`config.mk`:
```
export PLATFORM = sky130hd
export DESIGN_NAME = rss_core
export DESIGN_NICKNAME = d
export VERILOG_FILES = /design/src/design/rss_pkg.sv /design/src/design/rss_alu_if.sv /design/src/design/rss_core.sv /design/src/design/rss_alu.sv /design/src/design/rss_seq.sv
export SDC_FILE = /design/constraint.sdc
export NUM_CORES = 1
export LEC_CHECK = 0
export BUFFER_PORTS_ARGS = -buffer_cell sky130_fd_sc_hd__buf_4
export CAP_MARGIN = 5
export CORE_AREA = 10 10 104 199
export DETAILED_ROUTE_END_ITERATION = 12
export DIE_AREA = 0 0 114 209
export PLACE_DENSITY = 0.69
export SLEW_MARGIN = 20
export SYNTH_ARGS = -nofsm -noshare
export SYNTH_HDL_FRONTEND = slang
export SYNTH_HIERARCHICAL = 1
export SYNTH_SLANG_ARGS = --single-unit
export TNS_END_PERCENT = 30
```
`constraint.sdc`:
```
create_clock -name mclk -period 11.35 [get_ports mclk]
set_input_delay 2.27 -clock mclk [delete_from_list [all_inputs] [get_ports mclk]]
set_output_delay 2.27 -clock mclk [all_outputs]
set_load 0.03 [all_outputs]
```
`src/design/rss_pkg.sv`:
```
// constants, types and helpers shared by the rotate/subtract/skip datapath
// =====================================================================
package rss_pkg;

	// =================================================================
	// register map (byte addresses on the apb side)
	localparam logic [11:0] ADDR_CMD = 12'h000;
	localparam logic [11:0] ADDR_STAT = 12'h004;
	localparam logic [11:0] ADDR_ACC = 12'h008;
	localparam logic [11:0] ADDR_IMM = 12'h00c;
	localparam logic [11:0] ADDR_MEM = 12'h020;
	localparam int MEM_DEPTH = 8;

	// =================================================================
	// field positions
	localparam int CMD_OP_LSB = 0;
	localparam int CMD_BIT_LSB = 5;
	localparam int CMD_ADR_LSB = 8;
	localparam int FLG_C = 0;
	localparam int FLG_AC = 1;
	localparam int FLG_Z = 2;
	localparam int FLG_OV = 3;
	localparam int FLG_SC = 4;
	localparam int FLG_CZ = 5;
	localparam int STAT_SKIP = 6;
	localparam int STAT_BUSY = 7;

	// =================================================================
	// reset values and cycle counts
	localparam logic [7:0] RST_BYTE = 8'h00;
	localparam logic [5:0] RST_FLAGS = 6'h00;
	localparam logic [7:0] ALL_ONES = 8'hff;
	localparam logic [7:0] ONE = 8'h01;
	localparam int PLAIN_CYCLES = 1;
	localparam int SKIP_CYCLES = 2;

	// =================================================================
	// operations
	typedef enum logic [4:0] {
		OP_NOP = 5'h00,
		OP_ROTATE_LEFT_VIA_CARRY_TO_ACC = 5'h01,
		OP_ROTATE_RIGHT = 5'h02,
		OP_ROTATE_RIGHT_TO_ACC = 5'h03,
		OP_ROTATE_RIGHT_VIA_CARRY = 5'h04,
		OP_ROTATE_RIGHT_VIA_CARRY_TO_ACC = 5'h05,
		OP_SUBTRACT = 5'h06,
		OP_SUBTRACT_WITH_BORROW = 5'h07,
		OP_SUBTRACT_WITH_BORROW_IMM = 5'h08,
		OP_SUBTRACT_WITH_BORROW_TO_MEM = 5'h09,
		OP_DECREMENT_SKIP_IF_NULL = 5'h0a,
		OP_DECREMENT_TO_ACC_SKIP_IF_NULL = 5'h0b,
		OP_INCREMENT_SKIP_IF_NULL = 5'h0c,
		OP_INCREMENT_TO_ACC_SKIP_IF_NULL = 5'h0d,
		OP_SKIP_IF_NONNULL = 5'h0e,
		OP_SKIP_IF_NONNULL_BIT = 5'h0f,
		OP_SET_BYTE = 5'h10,
		OP_SET_BIT = 5'h11
	} rss_op_e;

	// skip class needs the dummy cycle
	function automatic logic rss_is_skip(input logic [4:0] op);
		return (op >= OP_DECREMENT_SKIP_IF_NULL) && (op <= OP_SKIP_IF_NONNULL_BIT);
	endfunction

	// any mapped word, data memory words included
	function automatic logic rss_hit(input logic [11:0] a);
		return (a == ADDR_CMD) || (a == ADDR_STAT) || (a == ADDR_ACC) || (a == ADDR_IMM) ||
			((a >= ADDR_MEM) && (a < ADDR_MEM + 12'h020) && (a[1:0] == 2'b00));
	endfunction

	// word index into the data memory
	function automatic logic [2:0] rss_mem_idx(input logic [11:0] a);
		return a[4:2];
	endfunction

endpackage

```
`src/design/rss_alu_if.sv`:
```
// operand and result bundle between the core and its arithmetic unit
`timescale 1ns/10ps
interface rss_alu_if;
	import rss_pkg::*;
	rss_op_e op;
	logic [7:0] acc;
	logic [7:0] mem;
	logic [7:0] imm;
	logic [5:0] flags;
	logic [2:0] bitsel;
	logic [7:0] result;
	logic wr_acc;
	logic wr_mem;
	logic [5:0] flags_nx;
	logic skip;

	modport core (output op, acc, mem, imm, flags, bitsel, input result, wr_acc, wr_mem, flags_nx, skip);
	modport alu (input op, acc, mem, imm, flags, bitsel, output result, wr_acc, wr_mem, flags_nx, skip);
endinterface

```
`src/design/rss_core.sv`:
```
// apb-programmed rotate/subtract/skip execution core with its data memory
`timescale 1ns/10ps
module rss_core import rss_pkg::*; (
	// clock and reset
	input wire logic mclk,
	input wire logic rst_n,
	// apb slave
	input wire logic psel,
	input wire logic penable,
	input wire logic pwrite,
	input wire logic [11:0] paddr,
	input wire logic [31:0] pwdata,
	output logic [31:0] prdata,
	output logic pready,
	output logic pslverr
);

	// =================================================================
	// state
	logic [7:0] acc_q;
	logic [7:0] imm_q;
	logic [5:0] flags_q;
	logic skip_q;
	logic [4:0] op_q;
	logic [2:0] bitsel_q;
	logic [2:0] adr_q;
	logic [7:0] mem_q [MEM_DEPTH];
	logic [31:0] prdata_q;
	logic pready_q;
	logic pslverr_q;
	logic [31:0] rd_d;

	logic setup;
	logic access;
	logic wr_ok;
	logic start;
	logic exec;
	logic busy;

	rss_alu_if alu_io ();

	// =================================================================
	// apb handshake
	// setup phase decodes; access phase completes with no wait state
	assign setup = psel & ~penable;
	assign access = psel & penable & pready_q;
	// a write flagged at setup is dropped, so the error and the effect always agree
	assign wr_ok = access & pwrite & ~pslverr_q;
	assign start = wr_ok & (paddr == ADDR_CMD);

	// ready rises for exactly the access cycle
	always_ff @(posedge mclk or negedge rst_n) begin
		if (!rst_n) begin
			pready_q <= 1'b0;
		end else begin
			pready_q <= setup;
		end
	end

	// error: unmapped word, or a write while busy
	always_ff @(posedge mclk or negedge rst_n) begin
		if (!rst_n) begin
			pslverr_q <= 1'b0;
		end else begin
			pslverr_q <= setup & (~rss_hit(paddr) | (pwrite & busy));
		end
	end

	// read mux; unmapped and reserved bits read as zero
	always_comb begin
		rd_d = 32'h0000_0000;
		if (paddr == ADDR_CMD) begin
			rd_d[CMD_OP_LSB +: 5] = op_q;
			rd_d[CMD_BIT_LSB +: 3] = bitsel_q;
			rd_d[CMD_ADR_LSB +: 3] = adr_q;
		end else if (paddr == ADDR_STAT) begin
			rd_d[5:0] = flags_q;
			rd_d[STAT_SKIP] = skip_q;
			rd_d[STAT_BUSY] = busy;
		end else if (paddr == ADDR_ACC) begin
			rd_d[7:0] = acc_q;
		end else if (paddr == ADDR_IMM) begin
			rd_d[7:0] = imm_q;
		end else if (rss_hit(paddr)) begin
			rd_d[7:0] = mem_q[rss_mem_idx(paddr)];
		end
	end

	// read data is captured in setup and held through access
	always_ff @(posedge mclk or negedge rst_n) begin
		if (!rst_n) begin
			prdata_q <= 32'h0000_0000;
		end else if (setup) begin
			prdata_q <= pwrite ? 32'h0000_0000 : rd_d;
		end
	end

	assign prdata = prdata_q;
	assign pready = pready_q;
	assign pslverr = pslverr_q;

	// =================================================================
	// command register: a write here launches the instruction
	always_ff @(posedge mclk or negedge rst_n) begin
		if (!rst_n) begin
			op_q <= 5'h00;
			bitsel_q <= 3'h0;
			adr_q <= 3'h0;
		end else if (start) begin
			op_q <= pwdata[CMD_OP_LSB +: 5];
			bitsel_q <= pwdata[CMD_BIT_LSB +: 3];
			adr_q <= pwdata[CMD_ADR_LSB +: 3];
		end
	end

	// immediate operand register
	always_ff @(posedge mclk or negedge rst_n) begin
		if (!rst_n) begin
			imm_q <= RST_BYTE;
		end else if (wr_ok && paddr == ADDR_IMM) begin
			imm_q <= pwdata[7:0];
		end
	end

	// =================================================================
	// sequencing and arithmetic
	rss_seq u_seq (
		.mclk(mclk),
		.rst_n(rst_n),
		.start(start),
		.two_cycle(rss_is_skip(pwdata[CMD_OP_LSB +: 5])),
		.exec(exec),
		.busy(busy)
	);

	assign alu_io.op = rss_op_e'(op_q);
	assign alu_io.acc = acc_q;
	assign alu_io.mem = mem_q[adr_q];
	assign alu_io.imm = imm_q;
	assign alu_io.flags = flags_q;
	assign alu_io.bitsel = bitsel_q;

	rss_alu u_alu (
		.io(alu_io)
	);

	// =================================================================
	// commit at the end of the execute cycle
	// accumulator: software load when idle, result on commit
	always_ff @(posedge mclk or negedge rst_n) begin
		if (!rst_n) begin
			acc_q <= RST_BYTE;
		end else if (exec && alu_io.wr_acc) begin
			acc_q <= alu_io.result;
		end else if (wr_ok && paddr == ADDR_ACC) begin
			acc_q <= pwdata[7:0];
		end
	end

	// flags: subtracts rewrite six, rotates through carry only carry, the rest none
	always_ff @(posedge mclk or negedge rst_n) begin
		if (!rst_n) begin
			flags_q <= RST_FLAGS;
		end else if (exec) begin
			flags_q <= alu_io.flags_nx;
		end else if (wr_ok && paddr == ADDR_STAT) begin
			flags_q <= pwdata[5:0];
		end
	end

	// skip outcome of the last instruction; a new command clears it
	always_ff @(posedge mclk or negedge rst_n) begin
		if (!rst_n) begin
			skip_q <= 1'b0;
		end else if (exec) begin
			skip_q <= alu_io.skip;
		end else if (start) begin
			skip_q <= 1'b0;
		end
	end

	// data memory: apb writes when idle, write-back on commit
	always_ff @(posedge mclk or negedge rst_n) begin
		if (!rst_n) begin
			for (int i = 0; i < MEM_DEPTH; i++) begin
				mem_q[i] <= RST_BYTE;
			end
		end else if (exec && alu_io.wr_mem) begin
			mem_q[adr_q] <= alu_io.result;
		end else if (wr_ok && paddr >= ADDR_MEM) begin
			mem_q[rss_mem_idx(paddr)] <= pwdata[7:0];
		end
	end

	// =================================================================
	// checks: snapshot of operands taken at the execute edge
	logic [7:0] snap_m_q;
	logic [7:0] snap_a_q;
	logic snap_c_q;
	logic [2:0] snap_adr_q;

	always_ff @(posedge mclk or negedge rst_n) begin
		if (!rst_n) begin
			snap_m_q <= RST_BYTE;
			snap_a_q <= RST_BYTE;
			snap_c_q <= 1'b0;
			snap_adr_q <= 3'h0;
		end else if (exec) begin
			snap_m_q <= alu_io.mem;
			snap_a_q <= acc_q;
			snap_c_q <= flags_q[FLG_C];
			snap_adr_q <= adr_q;
		end
	end

	property p_rotate_left_via_carry_to_acc;
		@(posedge mclk) disable iff (!rst_n)
		(exec && op_q == OP_ROTATE_LEFT_VIA_CARRY_TO_ACC) |=>
			(acc_q == {snap_m_q[6:0], snap_c_q}) && (flags_q[FLG_C] == snap_m_q[7]) &&
			(mem_q[snap_adr_q] == snap_m_q);
	endproperty
	a_rotate_left_via_carry_to_acc: assert property (p_rotate_left_via_carry_to_acc) else $error("rotate left via carry wrong");

	property p_rr;
		@(posedge mclk) disable iff (!rst_n)
		(exec && op_q == OP_ROTATE_RIGHT) |=>
			(mem_q[snap_adr_q] == {snap_m_q[0], snap_m_q[7:1]}) && $stable(flags_q);
	endproperty
	a_rr: assert property (p_rr) else $error("rotate right to memory wrong");

	property p_rra;
		@(posedge mclk) disable iff (!rst_n)
		(exec && op_q == OP_ROTATE_RIGHT_TO_ACC) |=>
			(acc_q == {snap_m_q[0], snap_m_q[7:1]}) && (mem_q[snap_adr_q] == snap_m_q) &&
			(flags_q[FLG_C] == snap_c_q);
	endproperty
	a_rra: assert property (p_rra) else $error("rotate right to acc wrong");

	property p_rrc;
		@(posedge mclk) disable iff (!rst_n)
		(exec && (op_q == OP_ROTATE_RIGHT_VIA_CARRY || op_q == OP_ROTATE_RIGHT_VIA_CARRY_TO_ACC)) |=>
			(flags_q[FLG_C] == snap_m_q[0]) &&
			((op_q == OP_ROTATE_RIGHT_VIA_CARRY) ? mem_q[snap_adr_q] : acc_q) == {snap_c_q, snap_m_q[7:1]};
	endproperty
	a_rrc: assert property (p_rrc) else $error("rotate right via carry wrong");

	property p_sub;
		@(posedge mclk) disable iff (!rst_n)
		(exec && op_q == OP_SUBTRACT) |=>
			(acc_q == snap_a_q - snap_m_q) && (flags_q[FLG_C] == (snap_a_q >= snap_m_q)) &&
			(flags_q[FLG_Z] == (snap_a_q == snap_m_q));
	endproperty
	a_sub: assert property (p_sub) else $error("subtract result or carry wrong");

	property p_subtract_with_borrow_to_mem;
		@(posedge mclk) disable iff (!rst_n)
		(exec && op_q == OP_SUBTRACT_WITH_BORROW_TO_MEM) |=>
			(mem_q[snap_adr_q] == snap_a_q - snap_m_q - {7'h00, ~snap_c_q}) && $stable(acc_q);
	endproperty
	a_subtract_with_borrow_to_mem: assert property (p_subtract_with_borrow_to_mem) else $error("borrow subtract to memory wrong");

	property p_sdz;
		@(posedge mclk) disable iff (!rst_n)
		(exec && op_q == OP_DECREMENT_SKIP_IF_NULL) |=>
			(mem_q[snap_adr_q] == snap_m_q - ONE) && (skip_q == (snap_m_q == ONE));
	endproperty
	a_sdz: assert property (p_sdz) else $error("decrement and skip wrong");

	property p_snz;
		@(posedge mclk) disable iff (!rst_n)
		(exec && op_q == OP_SKIP_IF_NONNULL) |=> (skip_q == (snap_m_q != RST_BYTE)) && $stable(flags_q);
	endproperty
	a_snz: assert property (p_snz) else $error("skip if nonzero wrong");

	property p_skip_time;
		@(posedge mclk) disable iff (!rst_n)
		(start && rss_is_skip(pwdata[CMD_OP_LSB +: 5])) |=> busy [*2] ##1 !busy;
	endproperty
	a_skip_time: assert property (p_skip_time) else $error("skip did not take two cycles");

	property p_plain_time;
		@(posedge mclk) disable iff (!rst_n)
		(start && !rss_is_skip(pwdata[CMD_OP_LSB +: 5])) |=> exec ##1 !busy;
	endproperty
	a_plain_time: assert property (p_plain_time) else $error("plain op not single cycle");

	property p_set;
		@(posedge mclk) disable iff (!rst_n)
		(exec && op_q == OP_SET_BYTE) |=> (mem_q[snap_adr_q] == ALL_ONES) && $stable(flags_q);
	endproperty
	a_set: assert property (p_set) else $error("set byte wrong");

	property p_rotate_right_via_carry_to_acc;
		@(posedge mclk) disable iff (!rst_n)
		(exec && op_q == OP_ROTATE_RIGHT_VIA_CARRY_TO_ACC) |=>
			(acc_q == {snap_c_q, snap_m_q[7:1]}) && (mem_q[snap_adr_q] == snap_m_q);
	endproperty
	a_rotate_right_via_carry_to_acc: assert property (p_rotate_right_via_carry_to_acc) else $error("rotate right via carry to acc wrong");

	property p_sbc;
		@(posedge mclk) disable iff (!rst_n)
		(exec && op_q == OP_SUBTRACT_WITH_BORROW) |=>
			(acc_q == snap_a_q - snap_m_q - {7'h00, ~snap_c_q}) && (mem_q[snap_adr_q] == snap_m_q);
	endproperty
	a_sbc: assert property (p_sbc) else $error("borrow subtract from memory wrong");

	property p_sbci;
		@(posedge mclk) disable iff (!rst_n)
		(exec && op_q == OP_SUBTRACT_WITH_BORROW_IMM) |=>
			(acc_q == snap_a_q - imm_q - {7'h00, ~snap_c_q});
	endproperty
	a_sbci: assert property (p_sbci) else $error("borrow subtract of immediate wrong");

	// only subtracts may touch the five flags above carry
	property p_keep_flags;
		@(posedge mclk) disable iff (!rst_n)
		(exec && (op_q < OP_SUBTRACT || op_q > OP_SUBTRACT_WITH_BORROW_TO_MEM)) |=> $stable(flags_q[5:1]);
	endproperty
	a_keep_flags: assert property (p_keep_flags) else $error("non-subtract changed status flags");

	property p_decrement_to_acc_skip_if_null;
		@(posedge mclk) disable iff (!rst_n)
		(exec && op_q == OP_DECREMENT_TO_ACC_SKIP_IF_NULL) |=>
			(acc_q == snap_m_q - ONE) && (mem_q[snap_adr_q] == snap_m_q) && (skip_q == (snap_m_q == ONE));
	endproperty
	a_decrement_to_acc_skip_if_null: assert property (p_decrement_to_acc_skip_if_null) else $error("decrement to acc and skip wrong");

	property p_siz;
		@(posedge mclk) disable iff (!rst_n)
		(exec && op_q == OP_INCREMENT_SKIP_IF_NULL) |=>
			(mem_q[snap_adr_q] == snap_m_q + ONE) && (skip_q == (snap_m_q == ALL_ONES));
	endproperty
	a_siz: assert property (p_siz) else $error("increment and skip wrong");

	property p_increment_to_acc_skip_if_null;
		@(posedge mclk) disable iff (!rst_n)
		(exec && op_q == OP_INCREMENT_TO_ACC_SKIP_IF_NULL) |=>
			(acc_q == snap_m_q + ONE) && (mem_q[snap_adr_q] == snap_m_q) && (skip_q == (snap_m_q == ALL_ONES));
	endproperty
	a_increment_to_acc_skip_if_null: assert property (p_increment_to_acc_skip_if_null) else $error("increment to acc and skip wrong");

	property p_setbit;
		@(posedge mclk) disable iff (!rst_n)
		(exec && op_q == OP_SET_BIT) |=> mem_q[snap_adr_q][bitsel_q] &&
			(((mem_q[snap_adr_q] ^ snap_m_q) & ~(ONE << bitsel_q)) == RST_BYTE) && $stable(flags_q);
	endproperty
	a_setbit: assert property (p_setbit) else $error("set bit wrong");

	property p_snzb;
		@(posedge mclk) disable iff (!rst_n)
		(exec && op_q == OP_SKIP_IF_NONNULL_BIT) |=> (skip_q == snap_m_q[bitsel_q]) && $stable(flags_q);
	endproperty
	a_snzb: assert property (p_snzb) else $error("skip if bit nonzero wrong");

endmodule

```
`src/design/rss_alu.sv`:
```
// combinational arithmetic unit: rotate, subtract, step-and-skip, set
`timescale 1ns/10ps
module rss_alu import rss_pkg::*; (
	// operand and result bundle
	rss_alu_if.alu io
);

	// 9-bit difference plus nibble borrow, packed as {c, ac, ov, r}
	function automatic logic [10:0] rss_sub(input logic [7:0] a, input logic [7:0] b, input logic bin);
		logic [8:0] d;
		logic [4:0] lo;
		d = {1'b0, a} - {1'b0, b} - {8'h00, bin};
		lo = {1'b0, a[3:0]} - {1'b0, b[3:0]} - {4'h0, bin};
		return {~d[8], ~lo[4], (a[7] ^ b[7]) & (d[7] ^ a[7]), d[7:0]};
	endfunction

	logic [10:0] sv;
	logic sub_bin;
	logic [7:0] sub_src;
	logic [7:0] dec_v;
	logic [7:0] inc_v;

	// shared subtractor; plain subtract has no borrow in
	assign sub_src = (io.op == OP_SUBTRACT_WITH_BORROW_IMM) ? io.imm : io.mem;
	assign sub_bin = (io.op == OP_SUBTRACT) ? 1'b0 : ~io.flags[FLG_C];
	assign sv = rss_sub(io.acc, sub_src, sub_bin);
	assign dec_v = io.mem - ONE;
	assign inc_v = io.mem + ONE;

	// operation select; unchanged flags pass straight through
	always_comb begin
		io.result = io.mem;
		io.wr_acc = 1'b0;
		io.wr_mem = 1'b0;
		io.flags_nx = io.flags;
		io.skip = 1'b0;
		unique case (io.op)
			OP_ROTATE_LEFT_VIA_CARRY_TO_ACC: begin
				io.result = {io.mem[6:0], io.flags[FLG_C]};
				io.wr_acc = 1'b1;
				io.flags_nx[FLG_C] = io.mem[7];
			end
			OP_ROTATE_RIGHT, OP_ROTATE_RIGHT_TO_ACC: begin
				io.result = {io.mem[0], io.mem[7:1]};
				io.wr_mem = (io.op == OP_ROTATE_RIGHT);
				io.wr_acc = (io.op == OP_ROTATE_RIGHT_TO_ACC);
			end
			OP_ROTATE_RIGHT_VIA_CARRY, OP_ROTATE_RIGHT_VIA_CARRY_TO_ACC: begin
				io.result = {io.flags[FLG_C], io.mem[7:1]};
				io.wr_mem = (io.op == OP_ROTATE_RIGHT_VIA_CARRY);
				io.wr_acc = (io.op == OP_ROTATE_RIGHT_VIA_CARRY_TO_ACC);
				io.flags_nx[FLG_C] = io.mem[0];
			end
			OP_SUBTRACT, OP_SUBTRACT_WITH_BORROW, OP_SUBTRACT_WITH_BORROW_IMM,
			OP_SUBTRACT_WITH_BORROW_TO_MEM: begin
				io.result = sv[7:0];
				io.wr_mem = (io.op == OP_SUBTRACT_WITH_BORROW_TO_MEM);
				io.wr_acc = (io.op != OP_SUBTRACT_WITH_BORROW_TO_MEM);
				io.flags_nx[FLG_C] = sv[10];
				io.flags_nx[FLG_AC] = sv[9];
				io.flags_nx[FLG_OV] = sv[8];
				io.flags_nx[FLG_Z] = (sv[7:0] == RST_BYTE);
				io.flags_nx[FLG_SC] = sv[8] ^ sv[7];
				// chained zero only survives if the earlier byte was zero too
				io.flags_nx[FLG_CZ] = (sv[7:0] == RST_BYTE) &
					((io.op == OP_SUBTRACT) | io.flags[FLG_CZ]);
			end
			OP_DECREMENT_SKIP_IF_NULL, OP_DECREMENT_TO_ACC_SKIP_IF_NULL: begin
				io.result = dec_v;
				io.wr_mem = (io.op == OP_DECREMENT_SKIP_IF_NULL);
				io.wr_acc = (io.op == OP_DECREMENT_TO_ACC_SKIP_IF_NULL);
				io.skip = (dec_v == RST_BYTE);
			end
			OP_INCREMENT_SKIP_IF_NULL, OP_INCREMENT_TO_ACC_SKIP_IF_NULL: begin
				io.result = inc_v;
				io.wr_mem = (io.op == OP_INCREMENT_SKIP_IF_NULL);
				io.wr_acc = (io.op == OP_INCREMENT_TO_ACC_SKIP_IF_NULL);
				io.skip = (inc_v == RST_BYTE);
			end
			OP_SKIP_IF_NONNULL: io.skip = (io.mem != RST_BYTE);
			OP_SKIP_IF_NONNULL_BIT: io.skip = io.mem[io.bitsel];
			OP_SET_BYTE: begin
				io.result = ALL_ONES;
				io.wr_mem = 1'b1;
			end
			OP_SET_BIT: begin
				io.result = io.mem | (ONE << io.bitsel);
				io.wr_mem = 1'b1;
			end
			OP_NOP: io.result = io.mem;
			default: io.result = io.mem; // undefined opcodes act as nop
		endcase
	end

endmodule

```
`src/design/rss_seq.sv`:
```
// instruction cycle sequencer: one execute cycle, plus a dummy for skips
`timescale 1ns/10ps
module rss_seq import rss_pkg::*; (
	// clock and reset
	input wire logic mclk,
	input wire logic rst_n,
	// control
	input wire logic start,
	input wire logic two_cycle,
	// state
	output logic exec,
	output logic busy
);

	typedef enum logic [1:0] {
		SEQ_IDLE = 2'b00,
		SEQ_EXEC = 2'b01,
		SEQ_DUMMY = 2'b11
	} rss_seq_e;

	rss_seq_e state_q;
	logic two_q;

	// remember the class so the dummy is inserted after execute
	always_ff @(posedge mclk or negedge rst_n) begin
		if (!rst_n) begin
			two_q <= 1'b0;
		end else if (start) begin
			two_q <= two_cycle;
		end
	end

	// state walk
	always_ff @(posedge mclk or negedge rst_n) begin
		if (!rst_n) begin
			state_q <= SEQ_IDLE;
		end else begin
			unique case (state_q)
				SEQ_IDLE: if (start) state_q <= SEQ_EXEC;
				SEQ_EXEC: state_q <= two_q ? SEQ_DUMMY : SEQ_IDLE;
				SEQ_DUMMY: state_q <= SEQ_IDLE;
				default: state_q <= SEQ_IDLE;
			endcase
		end
	end

	assign exec = (state_q == SEQ_EXEC);
	assign busy = (state_q != SEQ_IDLE);

endmodule

```
==> results.md, run 1 <==
* done — clock tree from TritonCTS
* no — RSZ-0062 raised after global routing
* 5136 ps — crit path time final
* 2.853 mm — met3 layer wire length in the routed design
* sky130_fd_sc_hd__dfrtp_1 — prevailing post-synth register cell
* sky130_fd_sc_hd__clkbuf_16 — buffer cell driving the clock tree root
* 420 ps — clock latency reported for the late side of the worst-skew pair
* 28.77 mm — final WL
* 5.811 ps — worst clock skew
* 9694 um^2 — cell area after layout
* 7989 — vias in the first global route
* 25.25% — worst rel slew slack
* 0 — Post-synth EDFFs
* 5500 ps — Worst EP arrival
* 8011 — Vias
* 0 — maxcap violations
* 6 — Detailed Routing Iterations Pass 1
* 114 — clock sink count
* flip-flop to flip-flop — CP Class
* 22.23% — ratio of cells with drive above 1 in the final layout
* 23.85% — global routing usage summed across all routing layers
* finished clean — result of the run
* 0.0001087 V — worst voltage drop across the vdd grid
* 17610 um^2 — placeable core region
* 931 — synthesized instance count
* met4 — highest metal used
* flip-flop — kind of start point of the critical path
* flip-flop to flip-flop — kind of path behind the tightest hold check
* 83 — maximum number of pins on one net before global-route repair
* 16 — R2R depth
* 32.62% — part of the Yosys area used for sequential elements
* 32.62% — top cell type's share of synthesized area
* 2 — number of buffers between clock root and the deepest sink
* 8746 um^2 — post-synthesis cell area
* 49.66% — Initial Util
* 27 — maximum fanout along the worst path
* 0 — Final Hold Viols
* 0 — final number of max-transition violations
* 40 — port buffer count
* 209 um — Die Span Y
* 0 — post-CTS setup buffer count
* 997 — nets@finish
* 100.0% — async set-or-reset flop fraction in the synthesized netlist
* 0.1947 GHz — f_max
* flip-flop — kind of end point of the critical path
* 1116 ps — transition at the pin with the smallest max-transition slack
* 0 — count of hold-fix buffers inserted at cts
* 0 — number of diodes added for antenna fixing
* 0.9601 — last weighted congestion value of the routability-driven placer
* 1 — cell count of the worst hold path
* 978 — first-iteration detailed-routing DRC count
* 24.95 um — routed wirelength normalized by instance count
* sky130_fd_sc_hd__dfrtp_1 — cell type contributing the most total cell area after synthesis
* 50 ps — clock-pin slew of the registers on the worst-case setup and hold paths
* 114 — number of storage elements in the synthesis netlist
* 0 ps — sum of negative setup slack
* 0 — number of gates resized after cts
* 17 — number of buffers created by CTS
* 13.62 mm — wire length on met2
* 9.394 um^2 — Syn Area/Cell
* 4.210 nW — total leakage power
* 0 — antenna violations before repair
* 0 — remaining design rule violation count
* 1609 — number of fill cells
* 19.72 mm — hpwl dp
* 11710 ps — worst endpoint required time
* 83 — count of pins on the block boundary
* 9031 um^2 — placed cell areas
* 6.948 — vias per std cell
* 45.14 mm — first-pass GRT wire length
* 10.84% — area grow syn2layout
* 45.25% — final clock period utilization by the worst path
* 86 — number of distinct standard cells referenced by the synthesized netlist
* 23830 um^2 — area of the die
* 69 — number of rows in the core area
* sky130_fd_sc_hd__dfrtp_1, sky130_fd_sc_hd__nand2_1, sky130_fd_sc_hd__inv_1 — most used cells in the layout excluding fill and tap cells
* 114 um — die width
* 11.11 mm — wl on met1
* 4 — number of H-tree branching levels
* 6 — yosys warns
* 0 — Remaining Overflow, GRT
* sky130_fd_sc_hd__dfrtp_1 — most frequent standard cell in the layout excluding fill and tap cells
* 0 — total of endpoints with negative setup slack in the final report
* sky130_fd_sc_hd__dfrtp_1, sky130_fd_sc_hd__mux4_2, sky130_fd_sc_hd__mux2_2 — leading post-synthesis cells by cell area
* 0 — post-route ant nets
* 132.7 nW/um^2 — ratio of total power to cell area
-- registers in the layout (all words and copies together) (netlist names) --
signal         flops
pslverr            1
adr_q              3
alu_io.imm         8
u_seq/two_q        1
alu_io.bitsel      3
mem_q             64
prdata            11
skip_q             1
acc_q              8
u_seq/state_q      2
alu_io.flags       6
alu_io.op          5
pready             1
-- cell usage after synthesis, drive strengths merged (31+ instances only) --
library cell	count
nor3	46
nand2	83
a221o	31
clkbuf	45
nor2	37
buf	56
a21oi	37
mux2	60
o221ai	34
inv	71
dfrtp	114
-- metrics by stage --
| step | worst slack [ps] | hold WS [ps] | util (%) | cells | power, mW |
|---|---|---|---|---|---|
| floorplan | 6210 | 470.4 | - | 951 | 0.6287 |
| global placement | 6291 | 476.5 | 51.24 | 1121 | 0.6914 |
| global route | 6110 | 522.6 | 55.04 | 1153 | 1.325 |
| detailed placement | 6297 | 487.9 | 51.28 | 1121 | 0.6966 |
| CTS | 6276 | 499.4 | 54.96 | 1153 | 1.283 |
| finish | 6214 | 498.1 | 55.04 | 1153 | 1.286 |
-- per-layer routing --
layer	GRT usage, %	vias to the layer above
met5	0	-
met4	10.64	0
met3	5.278	93
met2	36.80	520
met1	31.07	3933
li1	-	3465
-- worst max-delay path: stages (launching register included) --
cell and delay (ps):
sky130_fd_sc_hd__dfrtp_1 330, sky130_fd_sc_hd__buf_4 360, sky130_fd_sc_hd__mux2_2 380, sky130_fd_sc_hd__a22o_1 230, sky130_fd_sc_hd__a221o_1 590, sky130_fd_sc_hd__mux2_1 400, sky130_fd_sc_hd__ha_1 280, sky130_fd_sc_hd__inv_1 40
sky130_fd_sc_hd__ha_1 220, sky130_fd_sc_hd__or3_1 400, sky130_fd_sc_hd__o22ai_2 140, sky130_fd_sc_hd__xnor2_1 180, sky130_fd_sc_hd__nand2_1 100, sky130_fd_sc_hd__o2111a_1 140, sky130_fd_sc_hd__a21oi_1 830, sky130_fd_sc_hd__mux2_2 300
sky130_fd_sc_hd__mux2_2 140
-- area by class of cell --
cell class                      count  area (um^2)  share of cell area [%]
Clock inverter                      9        150.1                   1.549
Inverter                           71        266.5                   2.749
Multi-Input combinational cell    665         5221                   53.86
Clock buffer                       23        498.0                   5.137
Tap cell                          213        266.5                   2.749
Timing Repair Buffer               58        439.2                   4.530
Sequential cell                   114         2853                   29.43
-- report_power, final --
part           total (mW)  switching (mW)  internal, mW
sequential          0.444          0.0163         0.428
clock               0.590           0.194         0.395
combinational       0.253           0.154        0.0983
-- kinds of logic (layout without fill, tap and decap cells) --
logic type	Yosys count	in the layout	synth area share, %
other	1	21	0.04288
multiplexers	95	95	16.02
AO/OA/AOI/OAI	250	250	22.26
XOR/XNOR	18	18	1.888
AND/OR/NAND/NOR	260	260	15.11
adder cells (fa/ha/maj)	21	21	3.176
flip-flops	114	114	32.62
buffers and inverters	172	161	8.884
-- worst paths after layout --
check | start | endpoint | slack [ps]
worst min register to register | prdata[8] | prdata[8] | 500
worst max register to register | adr_q[2] | acc_q[6] | 6210
max in group asynchronous | rst_n | alu_io.imm[3] | 8460
worst min-delay path | prdata[8] | prdata[8] | 500
min in group asynchronous | rst_n | mem_q[61] | 1800
worst max-delay path | adr_q[2] | acc_q[6] | 6210
(Power assumes the default switching activity.)
==> run 2, diff against run 1 <==
==> constraint.sdc (replaced) <==
create_clock -name mclk -period 4.95 [get_ports mclk]
set_input_delay 0.99 -clock mclk [delete_from_list [all_inputs] [get_ports mclk]]
set_output_delay 0.99 -clock mclk [all_outputs]
set_load 0.03 [all_outputs]
==> run 2 against run 1 <==
Compared with the run above: critical path depth fell by 2; clock power rose by 100%; sequential power rose by 130%; fmax rose by 19%; cell count rose by 1.4%; critical endpoint is now mem_q[29].
==> results.md, run 2 (synthesized netlist as in run 1, its figures left out) <==
* 79 — maximum number of pins on one net before global-route repair
* sky130_fd_sc_hd__dfrtp_1, sky130_fd_sc_hd__nand2_1, sky130_fd_sc_hd__buf_4 — most used cells in the layout excluding fill and tap cells
* sky130_fd_sc_hd__fa_1 — slowest stage cell on the critical path
* 1 — cell count of the worst hold path
* 1137 — placed insts
* 9164 um^2 — placed cell areas
* 83 — count of pins on the block boundary
* 1024 — first-iteration detailed-routing DRC count
* 1169 — number of non-filler instances in the completed layout
* 5260 ps — worst endpoint required time
* finished clean — result of the run
* 0 — Final Hold Viols
* 0.2313 GHz — f_max
* 0 — Remaining Overflow, GRT
* 8032 — Vias
* 1131 ps — transition at the pin with the smallest max-transition slack
* 17 — number of buffers created by CTS
* 600 ps — biggest cell delay along the critical path
* 7 — Detailed Routing Iterations Pass 1
* 31.24% — met1 Use GR
* 49.66% — Initial Util
* mem_q — largest reg by FF count
* prdata[10] — startpoint of the worst hold path
* done — clock tree from TritonCTS
* flip-flop to flip-flop — kind of path behind the tightest hold check
* 0 — total of endpoints with negative setup slack in the final report
* 1014 — nets@finish
* 14 — R2R depth
* no — RSZ-0062 raised after global routing
* met2 — Most Used Layer, Global Route
* 4323 ps — crit path time final
* 420 ps — clock latency reported for the late side of the worst-skew pair
* 45.22 mm — first-pass GRT wire length
* 28.71 mm — final WL
* 35.92% — met2 Usage GRT
* 288.3 nW/um^2 — ratio of total power to cell area
* 11.59% — area grow syn2layout
* 0 — number of gates resized after cts
* 0.0002252 V — worst voltage drop across the vdd grid
* 0 — maxcap violations
* 24.24% — worst rel slew slack
* 23.59% — global routing usage summed across all routing layers
* 20.03 mm — hpwl dp
* 0.9790 — last weighted congestion value of the routability-driven placer
* 69 — number of rows in the core area
* alu_io.op[0] — origin of the critical flop-to-flop path
* 209 um — Die Span Y
* 0 — count of hold-fix buffers inserted at cts
* 6.871 — vias per std cell
* 114 — clock sink count
* 23830 um^2 — area of the die
* 50 ps — clock-pin slew of the registers on the worst-case setup and hold paths
* flip-flop — kind of end point of the critical path
* 114 um — die width
* 7863 — vias in the first global route
* 4.250 nW — total leakage power
* sky130_fd_sc_hd__clkbuf_16 — buffer cell driving the clock tree root
* 24.56 um — routed wirelength normalized by instance count
* alu_io.op[0] — launch point of the critical path
* 64 — max FFs per register
* 4630 ps — Worst EP arrival
* 0 — final number of max-transition violations
* 11.84 ps — worst clock skew
* 0 ps — sum of negative setup slack
* 0 — post-route ant nets
* 23.22% — ratio of cells with drive above 1 in the final layout
* sky130_fd_sc_hd__dfrtp_1 — most frequent standard cell in the layout excluding fill and tap cells
* flip-flop to flip-flop — CP Class
* 87.34% — final clock period utilization by the worst path
* 0 — post-CTS setup buffer count
* 4 — number of H-tree branching levels
* 0 — number of diodes added for antenna fixing
* 2 — antenna violations before repair
* 0 — remaining design rule violation count
* 55.41% — final cell utilization of the core
* flip-flop — kind of start point of the critical path
* 17610 um^2 — placeable core region
* 40 — port buffer count
* 5.192% — global routing usage on met3
* 9759 um^2 — cell area after layout
* 8 — maximum fanout along the worst path
* nor2_1, nand2_1, or3_1, mux2_1, fa_1, inv_1, ha_1, o21ai_0, a311oi_1, xnor2_1, o221ai_1, buf_4, and2_1, a211o_1 — chain of cells forming the critical path
* 2 — number of buffers between clock root and the deepest sink
==> run 2: cell types whose count changed in the layout (fill, tap and decap cells not counted), moves of 2 or more <==
| cell | change |
|---|---|
| sky130_fd_sc_hd__buf_12 | +3 |
| sky130_fd_sc_hd__buf_4 | +15 |
| sky130_fd_sc_hd__bufinv_16 | -2 |
| sky130_fd_sc_hd__clkbuf_8 | -3 |
| sky130_fd_sc_hd__clkinv_2 | +2 |
| sky130_fd_sc_hd__clkinv_4 | +2 |
==> run 2: area by class of cell <==
cell class	instances	area (um^2)
clock buffers	21	460.4
clock inverters	10	110.1
fillers	1582	7853
inverters	71	266.5
multi-input cells	665	5202
flip-flops and latches	114	2853
well taps	213	266.5
repair buffers	75	600.6
==> run 2: report_power, final <==
part | switching (mW) | internal [mW]
Combinational | 0.359 | 0.245
Sequential | 0.0391 | 0.981
Clock | 0.431 | 0.759
==> run 2: per-stage QoR <==
step	setup slack [ps]	hold slack [ps]	power [mW]
floorplan	124.8	470.4	1.442
global placement	754.0	476.5	1.603
detailed placement	712.7	482.1	1.617
CTS	679.7	492.8	2.804
global route	516.8	512.3	2.901
finish	626.8	489.2	2.813
==> run 2: critical path, delay by kind of cell, from the launching register on <==
family	cells	cell delay (ps)
simple gates	4	990
compound gates	4	940
fa+ha+maj	2	780
mux	1	430
flops	1	370
buf+inv	2	350
xor+xnor	1	340
==> run 2: worst paths after layout <==
kind / slack, ps / to
worst max register to register: 630 / mem_q[29]
worst max-delay path: 630 / mem_q[29]
worst min register to register: 490 / prdata[10]
worst min-delay path: 490 / prdata[10]
min in group asynchronous: 550 / mem_q[24]
max in group asynchronous: 3270 / alu_io.flags[2]
==> run 2: layer usage <==
| metal | up-vias | wire (um) |
|---|---|---|
| met2 | 564 | 13600 |
| met3 | 95 | 2964 |
| met5 | - | 14 |
| met4 | 4 | 1160 |
| met1 | 3882 | 10980 |
| li1 | 3487 | - |
==> run 3, diff against run 2 <==
--- a/config.mk
+++ b/config.mk
@@ -5,11 +5,12 @@
 export SDC_FILE = /design/constraint.sdc
 export NUM_CORES = 1
 export LEC_CHECK = 0
+export ABC_AREA = 1
 export BUFFER_PORTS_ARGS = -buffer_cell sky130_fd_sc_hd__buf_4
 export CAP_MARGIN = 5
-export CORE_AREA = 10 10 104 199
+export CORE_AREA = 10 10 105 201
 export DETAILED_ROUTE_END_ITERATION = 12
-export DIE_AREA = 0 0 114 209
+export DIE_AREA = 0 0 115 211
 export PLACE_DENSITY = 0.69
 export SLEW_MARGIN = 20
 export SYNTH_ARGS = -nofsm -noshare
==> run 3 against run 2 <==
Compared with the run above: non-clock buffer count is 10 higher; critical endpoint is now mem_q[2]; register-to-register slack worse by 80 ps; area after synthesis is 2.9% higher; clock skew is 1.3 ps lower; largest power group unchanged; cell count is 35% higher; utilization is 2.0 points higher; routed wire length is 27% higher; synthesized cell count is 38% higher; combinational power is 1% higher.
==> results.md, run 3 <==
* finished clean — result of the run
* 30.41% — global routing usage summed across all routing layers
* 60 ps — clock-pin slew of the registers on the worst-case setup and hold paths
* 2853 um^2 — register area
* 40 — port buffer count
* 5071 um^2 — area taken by multi-input logic gates
* 35.02% — worst rel slew slack
* 1285 — synthesized instance count
* sky130_fd_sc_hd__nand2_1, sky130_fd_sc_hd__inv_1, sky130_fd_sc_hd__dfrtp_1 — Commonest cells post-synth
* 1784 — number of fill cells
* 0 — maxcap violations
* 28.67 mm — hpwl dp
* 0.0002938 V — worst voltage drop across the vdd grid
* flip-flop to flip-flop — kind of path behind the tightest hold check
* 7 — maximum fanout along the worst path
* 6 — Detailed Routing Iterations Pass 1
* 55.30 mm — first-pass GRT wire length
* flip-flop — kind of start point of the critical path
* 816 — first-iteration detailed-routing DRC count
* 10.57 ps — worst clock skew
* sky130_fd_sc_hd__nand2_1, sky130_fd_sc_hd__inv_1, sky130_fd_sc_hd__dfrtp_1 — most used cells in the layout excluding fill and tap cells
* no — RSZ-0062 raised after global routing
* 9498 — Vias
* 0 — number of diodes added for antenna fixing
* 0 — antenna violations before repair
* 9818 — vias in the first global route
* 0 — number of gates resized after cts
* 0 — post-CTS setup buffer count
* 440 ps — clock latency reported for the late side of the worst-skew pair
* 0 — remaining design rule violation count
* sky130_fd_sc_hd__dfrtp_1 — cell type contributing the most total cell area after synthesis
* 0 — count of hold-fix buffers inserted at cts
* 10220 um^2 — cell area after layout
* 0 — final number of max-transition violations
* 0 — post-route ant nets
* 114 — clock sink count
* 1582 — number of non-filler instances in the completed layout
* 2 — number of buffers between clock root and the deepest sink
* 31.71% — top cell type's share of synthesized area
* 17 — number of buffers created by CTS
* 40 — maximum number of pins on one net before global-route repair
* adr_q[1] — origin of the critical flop-to-flop path
* 115 um — die width
* 0 — total of endpoints with negative setup slack in the final report
* 0 — Final Hold Viols
* 0.2269 GHz — f_max
* 89.04% — final clock period utilization by the worst path
* 50.59% — Initial Util
* 31.71% — part of the Yosys area used for sequential elements
* 69 — number of rows in the core area
* 4 — number of H-tree branching levels
* 1.039 — last weighted congestion value of the routability-driven placer
* 114 — number of storage elements in the synthesis netlist
* 4660 ps — Worst EP arrival
* 83 — count of pins on the block boundary
* 7.002 um^2 — Syn Area/Cell
* sky130_fd_sc_hd__nand2_1 — most frequent standard cell in the layout excluding fill and tap cells
* 64 — max FFs per register
* 1427 — nets@finish
* 16.14% — ratio of cells with drive above 1 in the final layout
* 100.0% — async set-or-reset flop fraction in the synthesized netlist
* 6.004 — vias per std cell
* 6 — yosys warns
* 0 — Remaining Overflow, GRT
* 9627 um^2 — placed cell areas
* 0 ps — sum of negative setup slack
* prdata[1] — startpoint of the worst hold path
* 56 — number of distinct standard cells referenced by the synthesized netlist
* 5210 ps — worst endpoint required time
* 4407 ps — crit path time final
* 211 um — Die Span Y
* sky130_fd_sc_hd__nand2_1 — dominant cell by count in the synthesized netlist
* 36.54 mm — final WL
* flip-flop to flip-flop — CP Class
* 0 — Post-synth EDFFs
* 13.56% — area grow syn2layout
* 23.10 um — routed wirelength normalized by instance count
* 24270 um^2 — area of the die
* sky130_fd_sc_hd__dfrtp_1, sky130_fd_sc_hd__nand2_1, sky130_fd_sc_hd__inv_1 — leading post-synthesis cells by cell area
* 1551 — placed insts
* mem_q — largest reg by FF count
* sky130_fd_sc_hd__dfrtp_1 — prevailing post-synth register cell
* adr_q[1] — launch point of the critical path
* sky130_fd_sc_hd__clkbuf_16 — buffer cell driving the clock tree root
* flip-flop — kind of end point of the critical path
* done — clock tree from TritonCTS
* 8997 um^2 — post-synthesis cell area
* 284.0 nW/um^2 — ratio of total power to cell area
* 973.7 ps — transition at the pin with the smallest max-transition slack
* 5.268 nW — total leakage power
* 17780 um^2 — placeable core region
==> run 3: cell type report <==
class	instances	share of cell area (%)
inverter	210	7.813
clock inverter	13	1.580
sequential	114	27.92
timing repair buffer	85	6.245
multi-input combinational	929	49.63
clock buffer	18	4.200
tap	213	2.608
==> run 3: layer usage <==
metal | routed length (um) | GRT usage (%) | share of wire [%] | up-vias
met5 | 0 | 0 | 0 | -
met4 | 4300 | 30.75 | 12 | 0
met3 | 2136 | 5.887 | 5.8 | 211
met2 | 18790 | 52.42 | 51 | 495
met1 | 11310 | 28.08 | 31 | 4430
li1 | - | - | - | 4362
==> run 3: power breakdown <==
| group | switching, mW | leakage (nW) | total [mW] | internal (mW) |
|---|---|---|---|---|
| Combinational | 0.413 | 3.75 | 0.611 | 0.197 |
| Clock | 0.482 | 0.279 | 1.27 | 0.788 |
| Sequential | 0.0318 | 1.24 | 1.02 | 0.990 |
==> run 3: through the flow <==
step                      utilization, %  total power, mW  setup slack, ps  hold slack [ps]
after floorplan                        -            1.422             1241            459.0
after global placement             54.13            1.626            713.8            467.7
after detailed placement           54.13            1.633            696.1            471.4
after CTS                          57.45            2.897            679.0            486.7
after global routing               57.45            3.012            279.6            508.8
final                              57.45            2.902            542.5            483.3
==> run 3: kinds of logic (layout without fill, tap and decap cells) <==
logic type / Yosys count / after routing / share of synthesized area (%)
simple gates: 635 / 635 / 32.99
buf+inv: 262 / 326 / 12.77
compound gates: 242 / 242 / 18.44
flops: 114 / 114 / 31.71
fa+ha+maj: 21 / 21 / 3.087
xor+xnor: 10 / 10 / 0.9735
other cells: 1 / 21 / 0.04168
==> run 3: worst paths after layout <==
| path | endpoint | slack [ps] | cells after the start |
|---|---|---|---|
| min | prdata[1] | 480 | 2 |
| max in group asynchronous | mem_q[45] | 3450 | 2 |
| max reg2reg | mem_q[2] | 540 | 15 |
| min reg2reg | prdata[1] | 480 | 2 |
| min in group asynchronous | mem_q[35] | 540 | 1 |
| max | mem_q[2] | 540 | 15 |
==> run 3: worst max-delay path, stage by stage (launching register included) <==
cell,delay (ps)
sky130_fd_sc_hd__dfrtp_1,490
sky130_fd_sc_hd__inv_2,120
sky130_fd_sc_hd__nand3_1,200
sky130_fd_sc_hd__inv_1,170
sky130_fd_sc_hd__a221oi_1,370
sky130_fd_sc_hd__nand4_1,170
sky130_fd_sc_hd__inv_1,100
sky130_fd_sc_hd__o21ai_0,160
sky130_fd_sc_hd__fa_1,490
sky130_fd_sc_hd__fa_1,400
sky130_fd_sc_hd__nand2_1,140
sky130_fd_sc_hd__nand2_1,80
sky130_fd_sc_hd__a211oi_1,390
sky130_fd_sc_hd__nand4_1,340
sky130_fd_sc_hd__inv_1,360
sky130_fd_sc_hd__o221ai_1,240
